$ cat src/verilog/irq_regs_pkg.sv
`default_nettype none
package irq_regs_pkg;

    ////////////////////////////////////////////////////////////////////////////
    // bus carrier types
    typedef logic [31:0] word_type;
    typedef logic [1:0] htrans_type;
    typedef logic [2:0] hsize_type;
    typedef logic [3:0] master_type;

    ////////////////////////////////////////////////////////////////////////////
    // register bank byte offsets
    localparam logic [11:0] FWD_ENABLE_BASE = 12'h100;
    localparam logic [11:0] FWD_DISABLE_BASE = 12'h180;
    localparam logic [11:0] PEND_ASSERT_BASE = 12'h200;

    // field positions inside a byte address
    localparam int BANK_LSB = 7;
    localparam int INDEX_LSB = 2;
    localparam logic [4:0] BANK_FWD_ENABLE = FWD_ENABLE_BASE[11:7];
    localparam logic [4:0] BANK_FWD_DISABLE = FWD_DISABLE_BASE[11:7];
    localparam logic [4:0] BANK_PEND_ASSERT = PEND_ASSERT_BASE[11:7];

    ////////////////////////////////////////////////////////////////////////////
    // interrupt id layout
    localparam int IDS_PER_REG = 32;
    localparam int SGI_COUNT = 16;
    localparam int PPI_COUNT = 16;
    localparam int SPI_FIRST_ID = 32;
    localparam int IT_LINES_DEFAULT = 1;

    ////////////////////////////////////////////////////////////////////////////
    // bus codes and values after reset
    localparam hsize_type HSIZE_WORD = 3'h2;
    localparam logic HRESP_OKAY = 1'b0;
    localparam logic READY_RST = 1'b1;
    localparam word_type RDATA_RST = 32'h0000_0000;
    localparam logic [15:0] SGI_ALL_ON = 16'hFFFF;

endpackage
`default_nettype wire

$ cat src/verilog/irq_line_sync.sv
`timescale 1ns/1ps
`default_nettype none
module irq_line_sync #(
    parameter int WIDTH = 8
) (
    input wire logic clk_i,
    input wire logic rst_i,
    input wire logic [WIDTH-1:0] lines_i,
    output logic [WIDTH-1:0] edge_o
);

    typedef struct packed {
        logic [WIDTH-1:0] meta;
        logic [WIDTH-1:0] sync;
        logic [WIDTH-1:0] prev;
    } sync_state_type;

    sync_state_type st;
    sync_state_type next_st;

    if (WIDTH < 1) begin : g_bad_width
        $error("irq_line_sync needs at least one line");
    end

    ////////////////////////////////////////////////////////////////////////////
    // two-stage synchroniser then a delay stage for edge detection
    always_comb begin
        next_st = st;
        next_st.meta = lines_i;
        next_st.sync = st.meta;
        next_st.prev = st.sync;
    end

    always_ff @(posedge clk_i or posedge rst_i) begin
        if (rst_i) begin
            st <= '0;
        end else begin
            st <= next_st;
        end
    end

    // rising edge, one cycle wide
    assign edge_o = st.sync & ~st.prev;

endmodule // irq_line_sync
`default_nettype wire

$ cat src/verilog/irq_enable_pending_regs.sv
`timescale 1ns/1ps
`default_nettype none
module irq_enable_pending_regs #(
    parameter int IT_LINES = irq_regs_pkg::IT_LINES_DEFAULT,
    parameter int NUM_CPU = 2,
    parameter int NUM_SPI = 32,
    parameter int LOCK_SPI = 8,
    parameter logic [15:0] PPI_IMPL = 16'hFFFF,
    parameter bit SECURITY = 1'b1,
    parameter bit LOCKDOWN = 1'b1
) (
    input wire logic CORE_CLK_I,
    input wire logic SYS_RST_I,
    input wire logic HSEL_I,
    input wire irq_regs_pkg::word_type HADDR_I,
    input wire irq_regs_pkg::htrans_type HTRANS_I,
    input wire logic HWRITE_I,
    input wire irq_regs_pkg::hsize_type HSIZE_I,
    input wire irq_regs_pkg::word_type HWDATA_I,
    input wire logic HREADY_I,
    input wire irq_regs_pkg::master_type HMASTER_I,
    input wire logic HNONSEC_I,
    output logic HREADYOUT_O,
    output logic HRESP_O,
    output irq_regs_pkg::word_type HRDATA_O,
    input wire logic [32*(IT_LINES+1)-1:0] GROUP_I,
    input wire logic LOCK_I,
    input wire logic [NUM_CPU*16-1:0] SGI_PEND_I,
    input wire logic [NUM_CPU*16-1:0] PPI_LINE_I,
    input wire logic [NUM_CPU*16-1:0] PPI_ACK_I,
    input wire logic [NUM_CPU*16-1:0] PPI_EOI_I,
    input wire logic [NUM_SPI-1:0] SPI_LINE_I,
    input wire logic [NUM_SPI-1:0] SPI_ACK_I,
    input wire logic [NUM_SPI-1:0] SPI_EOI_I,
    output logic [NUM_CPU*16-1:0] FWD_PPI_O,
    output logic [NUM_SPI-1:0] FWD_SPI_O
);
    import irq_regs_pkg::*;

    localparam int NUM_ID = IDS_PER_REG * (IT_LINES + 1);
    localparam int NPPI = NUM_CPU * PPI_COUNT;
    localparam int CPU_W = $clog2(NUM_CPU);

    if (IT_LINES < 1 || IT_LINES > 31 || NUM_SPI < 1 || NUM_SPI > IDS_PER_REG * IT_LINES ||
        NUM_CPU < 2 || NUM_CPU > 16 || LOCK_SPI < 0 || LOCK_SPI > NUM_SPI) begin : g_bad_param
        $error("irq_enable_pending_regs parameters out of range");
    end

    typedef struct packed {
        logic [NPPI-1:0] ppi_en;
        logic [NPPI-1:0] ppi_pend;
        logic [NPPI-1:0] ppi_act;
        logic [NUM_SPI-1:0] spi_en;
        logic [NUM_SPI-1:0] spi_pend;
        logic [NUM_SPI-1:0] spi_act;
        logic dphase;
        logic dwrite;
        logic dword;
        logic [11:0] daddr;
        logic [CPU_W-1:0] dcpu;
        logic dcpu_ok;
        logic dnonsec;
        word_type hrdata;
        logic hreadyout;
        logic hresp;
        logic [NPPI-1:0] fwd_ppi;
        logic [NUM_SPI-1:0] fwd_spi;
    } state_type;

    state_type st;
    state_type next_st;

    logic [NUM_ID-1:0] impl_mask;
    logic [NUM_ID-1:0] lock_mask;
    logic [NUM_ID-1:0] ok_vec;
    logic [NUM_ID-1:0] lk_vec;
    logic [NUM_ID-1:0] en_vec;
    logic [NUM_ID-1:0] pd_vec;
    logic [IT_LINES:0] dis_hit;
    logic [IT_LINES:0] en_hit;
    logic [IT_LINES:0] pnd_hit;
    logic [NUM_SPI-1:0] spi_clr;
    logic [NUM_SPI-1:0] spi_set;
    logic [NUM_SPI-1:0] spi_pset;
    logic [NPPI-1:0] ppi_clr;
    logic [NPPI-1:0] ppi_set;
    logic [NPPI-1:0] ppi_pset;
    logic [NPPI-1:0] ppi_edge;
    logic [NUM_SPI-1:0] spi_edge;
    logic [NPPI+NUM_SPI-1:0] all_edge;
    logic [4:0] bank;
    logic [4:0] widx;
    logic acc;
    logic wr;
    logic wbit;
    logic [15:0] sgi_view;
    word_type rd_word;

    ////////////////////////////////////////////////////////////////////////////
    // fixed per-id attributes: implemented and lockable
    for (genvar i = 0; i < NUM_ID; i++) begin : g_attr
        if (i < SGI_COUNT) begin : g_sgi
            assign impl_mask[i] = 1'b1;
            assign lock_mask[i] = 1'b0;
        end else if (i < SPI_FIRST_ID) begin : g_ppi
            assign impl_mask[i] = PPI_IMPL[i-SGI_COUNT];
            assign lock_mask[i] = 1'b0;
        end else begin : g_spi
            assign impl_mask[i] = (i - SPI_FIRST_ID) < NUM_SPI;
            assign lock_mask[i] = (i - SPI_FIRST_ID) < LOCK_SPI;
        end
    end

    ////////////////////////////////////////////////////////////////////////////
    // peripheral lines come from outside, synchronised before use
    irq_line_sync #(
        .WIDTH(NPPI + NUM_SPI)
    ) u_line_sync (
        .clk_i(CORE_CLK_I),
        .rst_i(SYS_RST_I),
        .lines_i({SPI_LINE_I, PPI_LINE_I}),
        .edge_o(all_edge)
    );

    assign ppi_edge = all_edge[NPPI-1:0];
    assign spi_edge = all_edge[NPPI+NUM_SPI-1:NPPI];

    ////////////////////////////////////////////////////////////////////////////
    // next state: access filter, decode, bit updates, bus handshake
    always_comb begin
        next_st = st;
        ok_vec = '0;
        lk_vec = '0;
        en_vec = '0;
        pd_vec = '0;
        dis_hit = '0;
        en_hit = '0;
        pnd_hit = '0;
        spi_clr = '0;
        spi_set = '0;
        spi_pset = '0;
        ppi_clr = '0;
        ppi_set = '0;
        ppi_pset = '0;
        rd_word = RDATA_RST;
        wbit = 1'b0;
        bank = st.daddr[11:BANK_LSB];
        widx = st.daddr[BANK_LSB-1:INDEX_LSB];
        sgi_view = SGI_PEND_I[int'(st.dcpu)*SGI_COUNT +: SGI_COUNT];

        // per-bit filter, one common register for both worlds
        for (int i = 0; i < NUM_ID; i++) begin
            ok_vec[i] = impl_mask[i] && !(SECURITY && st.dnonsec && !GROUP_I[i]) &&
                        (i >= SPI_FIRST_ID || st.dcpu_ok);
            lk_vec[i] = LOCKDOWN && LOCK_I && lock_mask[i] && !GROUP_I[i];
        end

        // view of bank zero for the accessing processor
        for (int i = 0; i < SGI_COUNT; i++) begin
            en_vec[i] = 1'b1;
            pd_vec[i] = sgi_view[i];
        end
        for (int i = 0; i < PPI_COUNT; i++) begin
            en_vec[SGI_COUNT+i] = st.ppi_en[int'(st.dcpu)*PPI_COUNT+i];
            pd_vec[SGI_COUNT+i] = st.ppi_pend[int'(st.dcpu)*PPI_COUNT+i];
        end
        for (int s = 0; s < NUM_SPI; s++) begin
            en_vec[SPI_FIRST_ID+s] = st.spi_en[s];
            pd_vec[SPI_FIRST_ID+s] = st.spi_pend[s];
        end

        // decode of the transfer held in its data phase
        acc = st.dphase && st.daddr[1:0] == 2'b00 && int'(widx) <= IT_LINES;
        wr = acc && st.dwrite && st.dword;
        for (int n = 0; n <= IT_LINES; n++) begin
            if (int'(widx) == n) begin
                dis_hit[n] = wr && bank == BANK_FWD_DISABLE;
                en_hit[n] = wr && bank == BANK_FWD_ENABLE;
                pnd_hit[n] = wr && bank == BANK_PEND_ASSERT;
            end
        end

        // read word, no state touched
        if (acc && !st.dwrite) begin
            for (int b = 0; b < IDS_PER_REG; b++) begin
                if (bank == BANK_FWD_DISABLE || bank == BANK_FWD_ENABLE) begin
                    rd_word[b] = en_vec[int'(widx)*IDS_PER_REG+b] && ok_vec[int'(widx)*IDS_PER_REG+b];
                end else if (bank == BANK_PEND_ASSERT) begin
                    rd_word[b] = pd_vec[int'(widx)*IDS_PER_REG+b] && ok_vec[int'(widx)*IDS_PER_REG+b];
                end
            end
        end

        // shared interrupt write masks, locked bits skipped
        for (int s = 0; s < NUM_SPI; s++) begin
            wbit = HWDATA_I[s%IDS_PER_REG] && ok_vec[SPI_FIRST_ID+s] && !lk_vec[SPI_FIRST_ID+s];
            spi_clr[s] = dis_hit[(s+SPI_FIRST_ID)/IDS_PER_REG] && wbit;
            spi_set[s] = en_hit[(s+SPI_FIRST_ID)/IDS_PER_REG] && wbit;
            spi_pset[s] = pnd_hit[(s+SPI_FIRST_ID)/IDS_PER_REG] && wbit;
        end

        // private interrupt write masks, only the accessing processor's copy
        for (int c = 0; c < NUM_CPU; c++) begin
            for (int i = 0; i < PPI_COUNT; i++) begin
                wbit = HWDATA_I[SGI_COUNT+i] && ok_vec[SGI_COUNT+i] && int'(st.dcpu) == c;
                ppi_clr[c*PPI_COUNT+i] = dis_hit[0] && wbit;
                ppi_set[c*PPI_COUNT+i] = en_hit[0] && wbit;
                ppi_pset[c*PPI_COUNT+i] = pnd_hit[0] && wbit;
            end
        end

        // enable state, clear stays until a later set
        next_st.spi_en = (st.spi_en | spi_set) & ~spi_clr;
        next_st.ppi_en = (st.ppi_en | ppi_set) & ~ppi_clr;

        // pending and active, independent of enable; set wins over ack
        next_st.spi_pend = (st.spi_pend & ~SPI_ACK_I) | spi_edge | spi_pset;
        next_st.spi_act = (st.spi_act & ~SPI_EOI_I) | (SPI_ACK_I & st.spi_pend);
        next_st.ppi_pend = (st.ppi_pend & ~PPI_ACK_I) | ppi_edge | ppi_pset;
        next_st.ppi_act = (st.ppi_act & ~PPI_EOI_I) | (PPI_ACK_I & st.ppi_pend);

        // enable only gates delivery
        next_st.fwd_spi = next_st.spi_en & next_st.spi_pend;
        next_st.fwd_ppi = next_st.ppi_en & next_st.ppi_pend;

        // bus: address phase, then one wait cycle, then ready with data
        next_st.hresp = HRESP_OKAY;
        if (HSEL_I && HREADY_I && HTRANS_I[1]) begin
            next_st.dphase = 1'b1;
            next_st.dwrite = HWRITE_I;
            next_st.dword = HSIZE_I == HSIZE_WORD;
            next_st.daddr = HADDR_I[11:0];
            next_st.dcpu = HMASTER_I[CPU_W-1:0];
            next_st.dcpu_ok = int'(HMASTER_I) < NUM_CPU;
            next_st.dnonsec = HNONSEC_I;
            next_st.hreadyout = 1'b0;
        end else if (st.dphase) begin
            next_st.dphase = 1'b0;
            next_st.hreadyout = 1'b1;
            next_st.hrdata = rd_word;
        end
    end

    ////////////////////////////////////////////////////////////////////////////
    // state register
    always_ff @(posedge CORE_CLK_I or posedge SYS_RST_I) begin
        if (SYS_RST_I) begin
            st <= '0;
            st.hreadyout <= READY_RST;
        end else begin
            st <= next_st;
        end
    end

    // outputs straight from the state register
    assign HREADYOUT_O = st.hreadyout;
    assign HRESP_O = st.hresp;
    assign HRDATA_O = st.hrdata;
    assign FWD_PPI_O = st.fwd_ppi;
    assign FWD_SPI_O = st.fwd_spi;
endmodule // irq_enable_pending_regs
`default_nettype wire

$ cat config.mk
export PLATFORM = sky130hd
export DESIGN_NAME = irq_enable_pending_regs
export DESIGN_NICKNAME = d
export VERILOG_FILES = /design/src/verilog/irq_regs_pkg.sv /design/src/verilog/irq_line_sync.sv /design/src/verilog/irq_enable_pending_regs.sv
export SDC_FILE = /design/constraint.sdc
export NUM_CORES = 1
export LEC_CHECK = 0
export ABC_CLOCK_PERIOD_IN_PS = 8600
export BUFFER_PORTS_ARGS = -buffer_cell sky130_fd_sc_hd__clkbuf_2
export CORE_MARGIN = 3
export CORE_UTILIZATION = 50
export DETAILED_ROUTE_END_ITERATION = 6
export PLACE_DENSITY = 0.75
export SETUP_SLACK_MARGIN = 0.4
export SYNTH_ARGS = -nofsm -noshare
export SYNTH_HDL_FRONTEND = slang
export SYNTH_HIERARCHICAL = 1
export SYNTH_SLANG_ARGS = --single-unit
$ cat constraint.sdc
create_clock -name CORE_CLK_I -period 8.6 [get_ports CORE_CLK_I]
set_clock_uncertainty 0.05 [all_clocks]
set_input_delay 0.86 -clock CORE_CLK_I [delete_from_list [all_inputs] [get_ports CORE_CLK_I]]
set_output_delay 0.86 -clock CORE_CLK_I [all_outputs]
set_load 0.03 [all_outputs]
### After elaboration in Yosys (flattened, before gate mapping)

Cells that the tools add are included.
Widths: inputs -> output; s select.

* register bits after elaboration: 435
* bits of input ports: 368
* logic and storage cells: 1193
* output and inout port bits: 98

* add/sub/neg operators: 46
* equal/unequal tests: 5
* shifts and indexed selects: 1
* mux-type cells: 453
* bitwise gates (word level): 20
* reduce and logical (&&, ||, !) cells: 600
* magnitude comparators: 50

Operators with widths (number)
* $bmux 1 s6: 93
* $logic_and 1x1->1: 458
* $lt 11x7->1 const B: 30
* $mux 1: 329
* $and 32x32->32: 6
* $or 32x32->32: 6
* $add 10x5->11 const B: 16
* $bmux 1 s5: 30
* $logic_not 1->1: 137
* $not 32->32: 4
* $lt 6x6->1 const B: 15
* $add 10x4->11 const B: 8
* $and 64x64->64: 1
* $not 64->64: 1
* $add 5x4->6 const B: 8
* $add 10x3->11 const B: 4
* $lt 32x8->1 const B: 1
* $mux 32: 1
* $shiftx 32x6->16: 1
* $add 5x3->6 const B: 4
* $add 10x2->11 const B: 2
* $eq 5x2->1 const B: 3
* $add 5x2->6 const B: 2
* $add 10x1->11 const B: 1
* 13 further kinds: 14

### Longest topological paths before layout

Gate-level depths: netlist of run 1.

* depth in word-level cells: 11
* mapped depth: 7
* gate-level depth less buffers: 5

### Cells and area by module

Netlist of run 1, hierarchy kept.

By module, submodules not included
* irq_enable_pending_regs: cells each 1268, instances 1, seq. area each 6082.1 um^2, area an instance 12587.1 um^2
* irq_line_sync: cells each 257, instances 1, seq. area each 4804.6 um^2, area an instance 5689.2 um^2

### Least setup slack after synthesis of run 1

Ideal clock, no wire load.

* path type: register to register
* start: register st, in the netlist bank[3]
* end: register st, in the netlist FWD_PPI_O[8]
* setup time: 131 ps
* data arrival time: 1910 ps
* period minus slack after synthesis: 2091 ps
* data required time: 8419 ps
* buffers on the path: 2
* cell stages (with the launch flop): 6
* slack: 6509 ps
* path through: dfrtp_1 -> or4b_1 -> buf_6 -> nor4_4 -> buf_6 -> a211oi_1

RTL lines
* start: declaration: line irq_enable_pending_regs.sv:70 `state_type st;`
* start signal: assignment: line irq_enable_pending_regs.sv:251 `st <= next_st;`

==> results.sh, run 1 <==
export IMPL_relSlewSlack=0.3443
export IMPL_crit_slowest_cell="nand4_1"
export IMPL_path_cells="nor4b_4, buf_4, nand4_1, or3_1, buf_4, nor2_1, nor3b_2"
export IMPL_yosysWarnings=6
export IMPL_max_stage_delay_ns=0.70
export IMPL_vias=12525
export IMPL_ys_seq_area_frac=0.5957
export IMPL_gr_usage_met2=0.3772
export IMPL_final_common_cell="dfrtp_1"
export IMPL_setup_viol=0
export IMPL_drv_cap=0
export IMPL_critPathLaunchType="flip-flop"
export IMPL_avgSynthCellArea_um2=11.98
export IMPL_grt_max_degree=125
export IMPL_synth_top_area_cell="dfrtp_1"
export IMPL_netlist_instances=1525
export IMPL_port_buffers=379
export IMPL_tightest_slew_ns=0.9811
export IMPL_grt_busiest_layer="met2"
export IMPL_routabilityCongestion=0.8736
export IMPL_postRouteAntennaNets=0
export IMPL_setup_tns_ns=0
export IMPL_slew_viol_final=0
export IMPL_grtUsageMet1=0.3562
export IMPL_cp_common_cell="buf_4"
export IMPL_worst_setup_path_type="reg2reg"
export IMPL_synth_nets=1893
export IMPL_die_w_um=197.2
export IMPL_leakage_nw=10.63
export IMPL_initial_core_util=0.5101
export IMPL_power_density_nw_per_um2=218.7
export IMPL_min_period_ns=3.438
export IMPL_dp_hpwl_mm=33.53
export IMPL_finalHoldViolations=0
export IMPL_fp_row_count=69
export IMPL_critPathMaxFanout=33
export IMPL_core_area_um2=35830
export IMPL_drive_gt1_frac=0.3418
export IMPL_dp_slack_ns=5.252
export IMPL_dieArea_um2=38880
export IMPL_cts_root_buffer="clkbuf_16"
export IMPL_synth_enable_flop_cells=0
export IMPL_synthTopCellsByArea="dfrtp_1, nor2b_4, buf_4"
export IMPL_worst_slack_ns=5.162
export IMPL_fmax_mhz=290.8
export IMPL_pin_count=466
export IMPL_fp_dieH_um=197.2
export IMPL_irDropWorstVdd_mv=0.1679
export IMPL_cts_repair_resized=0
export IMPL_insertion_delay_ns=0.55
export IMPL_clock_path_buffers=3
export IMPL_nets=2175
export IMPL_status="finished clean"
export IMPL_syn_to_final_growth_pct=16.89
export IMPL_grt_pass1_wl_mm=73.44
export IMPL_synth_cell_type_count=57
export IMPL_grt_usage=0.2442
export IMPL_routed_wl_mm=48.25
export IMPL_ys_async_sr_fraction=1.000
export IMPL_cts_max_level=2
export IMPL_cts_tree="done"
export IMPL_end_kind="flip-flop"
export IMPL_route_detailed_vias_per_inst=5.431
export IMPL_syn_area_um2=18280
export IMPL_rsz0062_at_grt="false"
export IMPL_post_cts_buffers=0
export IMPL_yosys_register_bits=435
export IMPL_period_share=0.3998
export IMPL_ys_flop_type="dfrtp_1"
export IMPL_cts_sinks=435
export IMPL_path_clk_slew_ns=0.06
export IMPL_wl_per_cell_um=20.92
export IMPL_cp_arrival_ns=3.82
export IMPL_first_iter_violations=813
export IMPL_mostFrequentLayoutCells="dfrtp_1, clkbuf_2, a21oi_1, nor2_1, inv_1"
export IMPL_grt_overflow=0
export IMPL_synth_top_cell_area_share=0.5942
export IMPL_antenna_found_initial=4
export IMPL_drc=0
export IMPL_numCtsBuffers=45
export IMPL_hp_class="reg2reg"
export IMPL_required_ns=8.98
export IMPL_first_pass_iters=5
export IMPL_grt_pass1_vias=12902
export IMPL_use_met3=0.03804
export IMPL_ctsHoldBuffers=0
[final timing paths]
path / start / endpoint / slack [ns] / depth (start not counted)
min in group asynchronous: SYS_RST_I / st[107]$_DFFE_PP0P_ / 0.44 / 2
max in group asynchronous: SYS_RST_I / st[98]$_DFFE_PP0P_ / 6.48 / 3
hold reg to reg: u_line_sync/next_st[95]$_DFF_PP0_ / u_line_sync/next_st[31]$_DFF_PP0_ / 0.29 / 0
setup reg to reg: bank[3]$_DFFE_PP0P_ / FWD_SPI_O[16]$_DFF_PP0_ / 5.16 / 7
setup / recovery: bank[3]$_DFFE_PP0P_ / FWD_SPI_O[16]$_DFF_PP0_ / 5.16 / 7
hold / removal: u_line_sync/next_st[95]$_DFF_PP0_ / u_line_sync/next_st[31]$_DFF_PP0_ / 0.29 / 0
[worst max-delay path, delay by kind of cell, from the launching register on]
| kind | cells | cell delay, ns |
|---|---|---|
| buffers and inverters | 2 | 0.79 |
| DFF | 1 | 0.45 |
| and+or+nand+nor | 5 | 1.99 |
[cell usage after synthesis (3+ instances only)]
cell      instances
a211o_1          12
a211oi_1         23
a211oi_2          5
a21boi_0         29
a21oi_1         136
a221o_1           4
a22oi_1          37
a31oi_1          25
a32oi_1           8
and3_1           13
and3b_1           5
buf_1             6
buf_2             9
buf_4            99
buf_6            10
clkbuf_1         36
dfrtp_1         434
inv_1            97
mux2_2           16
mux2i_1          47
nand2_1          55
nand2b_1         56
nand3_1           7
nor2_1          108
nor2b_1          17
nor2b_4          64
nor3b_1          14
nor3b_2          30
nor4_1            8
nor4b_4           3
o21ai_0          32
o21ai_2          30
o22ai_1          13
o31ai_1           8
[where the power goes]
group / internal, mW / switching (mW) / total [mW]
clock network: 1.21 / 0.799 / 2.01
registers: 2.14 / 0.0763 / 2.22
logic: 0.183 / 0.264 / 0.447
[logic make-up (layout without fill, tap and decap cells)]
kind of cell,count (synthesis),after routing,synth area share
buf+inv,258,573,0.07804
flops,435,435,0.5957
simple gates,396,396,0.1575
other cells,1,6,0.0002052
mux,63,63,0.03560
compound gates,372,372,0.1330
[metrics by stage]
stage / instance area [um^2] / cells / total power [mW] / hold slack [ns] / utilization
after floorplan: 18280 / 1525 / 2.524 / 0.2812 / -
after global placement: 19830 / 2221 / 2.683 / 0.2813 / 0.5534
after detailed placement: 19830 / 2221 / 2.698 / 0.2847 / 0.5534
after CTS: 21350 / 2301 / 4.706 / 0.2922 / 0.5959
after global routing: 21360 / 2305 / 4.847 / 0.2943 / 0.5962
final: 21360 / 2306 / 4.671 / 0.2903 / 0.5963
[final cells by class]
| cell class | count | area [um^2] |
|---|---|---|
| Multi-Input combinational cell | 832 | 5963 |
| Timing Repair Buffer | 395 | 2017 |
| Clock buffer | 63 | 1264 |
| Antenna cell | 5 | 12.51 |
| Tap cell | 461 | 576.8 |
| Sequential cell | 435 | 10890 |
| Fill cell | 2885 | 14470 |
| Inverter | 98 | 382.9 |
| Clock inverter | 17 | 257.7 |
[registers in the layout, indices dropped and copies added, names as in the netlist, 5 cells and up]
register,cells
st,77
FWD_PPI_O,32
FWD_SPI_O,32
en_vec,32
HRDATA_O,32
u_line_sync/next_st,128
pd_vec,32
u_line_sync/st,64
bank,5
[routing by layer]
layer,part of all wire,vias up
li1,-,5696
met1,0.44,6228
met2,0.46,493
met3,0.063,108
met4,0.031,0
met5,0,-
(Power assumes the default switching activity.)
==> run 2: changes to the inputs <==
Settings changed: ABC_CLOCK_PERIOD_IN_PS 8600 to 3200.
Clock period 8.6 ns to 3.2 ns, I/O delays scaled along.
==> results.sh, run 2 (synthesized netlist as in run 1, its figures left out) <==
export IMPL_critPathMaxFanout=16
export IMPL_power_density_nw_per_um2=551.7
export IMPL_hp_class="in2reg"
export IMPL_dp_hpwl_mm=34.78
export IMPL_p_clk_frac=0.420
export IMPL_grt_pass1_wl_mm=78.74
export IMPL_switchingPower_mw=3.109
export IMPL_multi_input_area_um2=5978
export IMPL_largest_register_ffs=128
export IMPL_finalHoldViolations=0
export IMPL_core_area_um2=35830
export IMPL_vias=13327
export IMPL_relSlewSlack=0.3262
export IMPL_status="finished clean"
export IMPL_grt_usage=0.2631
export IMPL_grt_max_degree=124
export IMPL_routabilityCongestion=0.9167
export IMPL_grt_overflow=0
export IMPL_stdcell_area_um2=22990
export IMPL_min_period_ns=2.786
export IMPL_worst_slack_ns=0.4135
export IMPL_period_share=0.8708
export IMPL_nets=2336
export IMPL_initial_core_util=0.5101
export IMPL_fp_row_count=69
export IMPL_final_common_cell="dfrtp_1"
export IMPL_antenna_found_initial=7
export IMPL_rsz0062_at_grt="true"
export IMPL_dieArea_um2=38880
export IMPL_cp_arrival_ns=3.21
export IMPL_dp_slack_ns=0.6086
export IMPL_slew_viol_final=0
export IMPL_fp_dieH_um=197.2
export IMPL_cts_tree="done"
export IMPL_cts_max_level=2
export IMPL_pin_count=466
export IMPL_mostFrequentLayoutCells="dfrtp_1, clkbuf_2, a21oi_1, dlygate4sd3_1, nor2_1"
export IMPL_die_w_um=197.2
export IMPL_setup_viol=0
export IMPL_routed_wl_mm=52.00
export IMPL_drv_cap=0
export IMPL_fmax_mhz=358.9
export IMPL_required_ns=3.62
export IMPL_power_frac_comb=0.113
export IMPL_place_area_um2=20020
export IMPL_end_kind="flip-flop"
export IMPL_tightest_slew_ns=1.011
export IMPL_worst_setup_path_type="reg2reg"
export IMPL_cts_root_buffer="clkbuf_16"
export IMPL_numCtsBuffers=45
export IMPL_clock_path_buffers=3
export IMPL_switching_share=0.2452
export IMPL_port_buffers=379
export IMPL_fillCellCount=2708
export IMPL_postRouteAntennaNets=0
export IMPL_register_area_um2=10890
export IMPL_route_detailed_vias_per_inst=5.398
export IMPL_drc=0
export IMPL_insertion_delay_ns=0.56
export IMPL_power_frac_seq=0.467
export IMPL_leakage_nw=11.31
export IMPL_irDropWorstVdd_mv=0.4334
export IMPL_grt_pass1_vias=14019
export IMPL_syn_to_final_growth_pct=25.77
export IMPL_first_pass_iters=6
export IMPL_path_clk_slew_ns=0.06
export IMPL_cts_sinks=435
export IMPL_p_int_mw=9.572
export IMPL_first_iter_violations=860
export IMPL_critPathLaunchType="flip-flop"
export IMPL_wl_per_cell_um=21.06
export IMPL_drive_gt1_frac=0.3288
## run 2: changes by cell type in the layout (fill, tap and decap cells not counted), sizes merged, moves of 2 or more
| cell | delta |
|---|---|
| buf | +24 |
| bufinv | -2 |
| clkinv | -2 |
| clkinvlp | +6 |
| diode | +2 |
| dlygate4sd3 | +136 |
| inv | -3 |
## run 2: timing repair
action | CTS | global route
hold buffers | 136 | 0
endpoints found under the hold margin | 209 | 0
setup buffers | 0 | 8
endpoints found under the setup margin | 0 | 2
resized for setup | 0 | 1
## run 2: per-stage QoR
step	hold slack, ns	util	power, mW	cells	setup TNS (ns)
final	0.04054	0.6416	12.68	2469	0
after global routing	0.01390	0.6416	13.18	2469	0
after CTS	0.003158	0.6390	12.77	2453	0
after detailed placement	0.2847	0.5587	7.289	2237	0
after global placement	0.2811	0.5587	7.247	2237	0
after floorplan	0.2812	-	6.784	1525	-86.87
## run 2: layer usage
layer  GRT usage  vias up  share of wire
met2      0.4127      599           0.47
met5           0        -              0
li1            -     6030              -
met3     0.04776      132          0.067
met4      0.1267        0          0.042
met1      0.3582     6566           0.42
## run 2: power groups by stage
stage	sequential [mW]	clock, mW	combinational, mW
2_1_floorplan	5.97	0	0.810
3_3_place_gp	6.00	0	1.25
3_5_place_dp	6.01	0	1.28
4_1_cts	5.92	5.44	1.42
5_1_grt	5.94	5.67	1.56
6_report	5.92	5.32	1.44
## run 2: path summary, 6_finish.rpt
kind                                                    from                                 to  slack (ns)  depth (start not counted)
setup / recovery                         st[102]$_DFFE_PP0P_            FWD_SPI_O[13]$_DFF_PP0_        0.41                          5
hold / removal                                  HWDATA_I[30]               pd_vec[62]$_DFF_PP0_        0.04                          3
setup reg to reg                         st[102]$_DFFE_PP0P_            FWD_SPI_O[13]$_DFF_PP0_        0.41                          5
hold reg to reg            u_line_sync/next_st[78]$_DFF_PP0_  u_line_sync/next_st[14]$_DFF_PP0_        0.30                          0
max in group asynchronous                          SYS_RST_I                 st[98]$_DFFE_PP0P_        1.68                          4
min in group asynchronous                          SYS_RST_I  u_line_sync/next_st[66]$_DFF_PP0_        0.45                          3
## run 2: cell type report
class	count	share of cell area
tap	461	0.02509
clock buffer	64	0.05732
sequential	435	0.4737
timing repair buffer	555	0.1581
antenna	7	0.0007621
multi-input combinational	833	0.2601
clock inverter	16	0.008601
inverter	98	0.01633
## run 2: worst max-delay path, cell delays in order (launching register included)
cell	delay (ns)
dfrtp_1	0.41
nor4b_4	0.45
nand2_2	0.21
or4_2	1.08
o21ai_2	0.28
nor3b_2	0.21
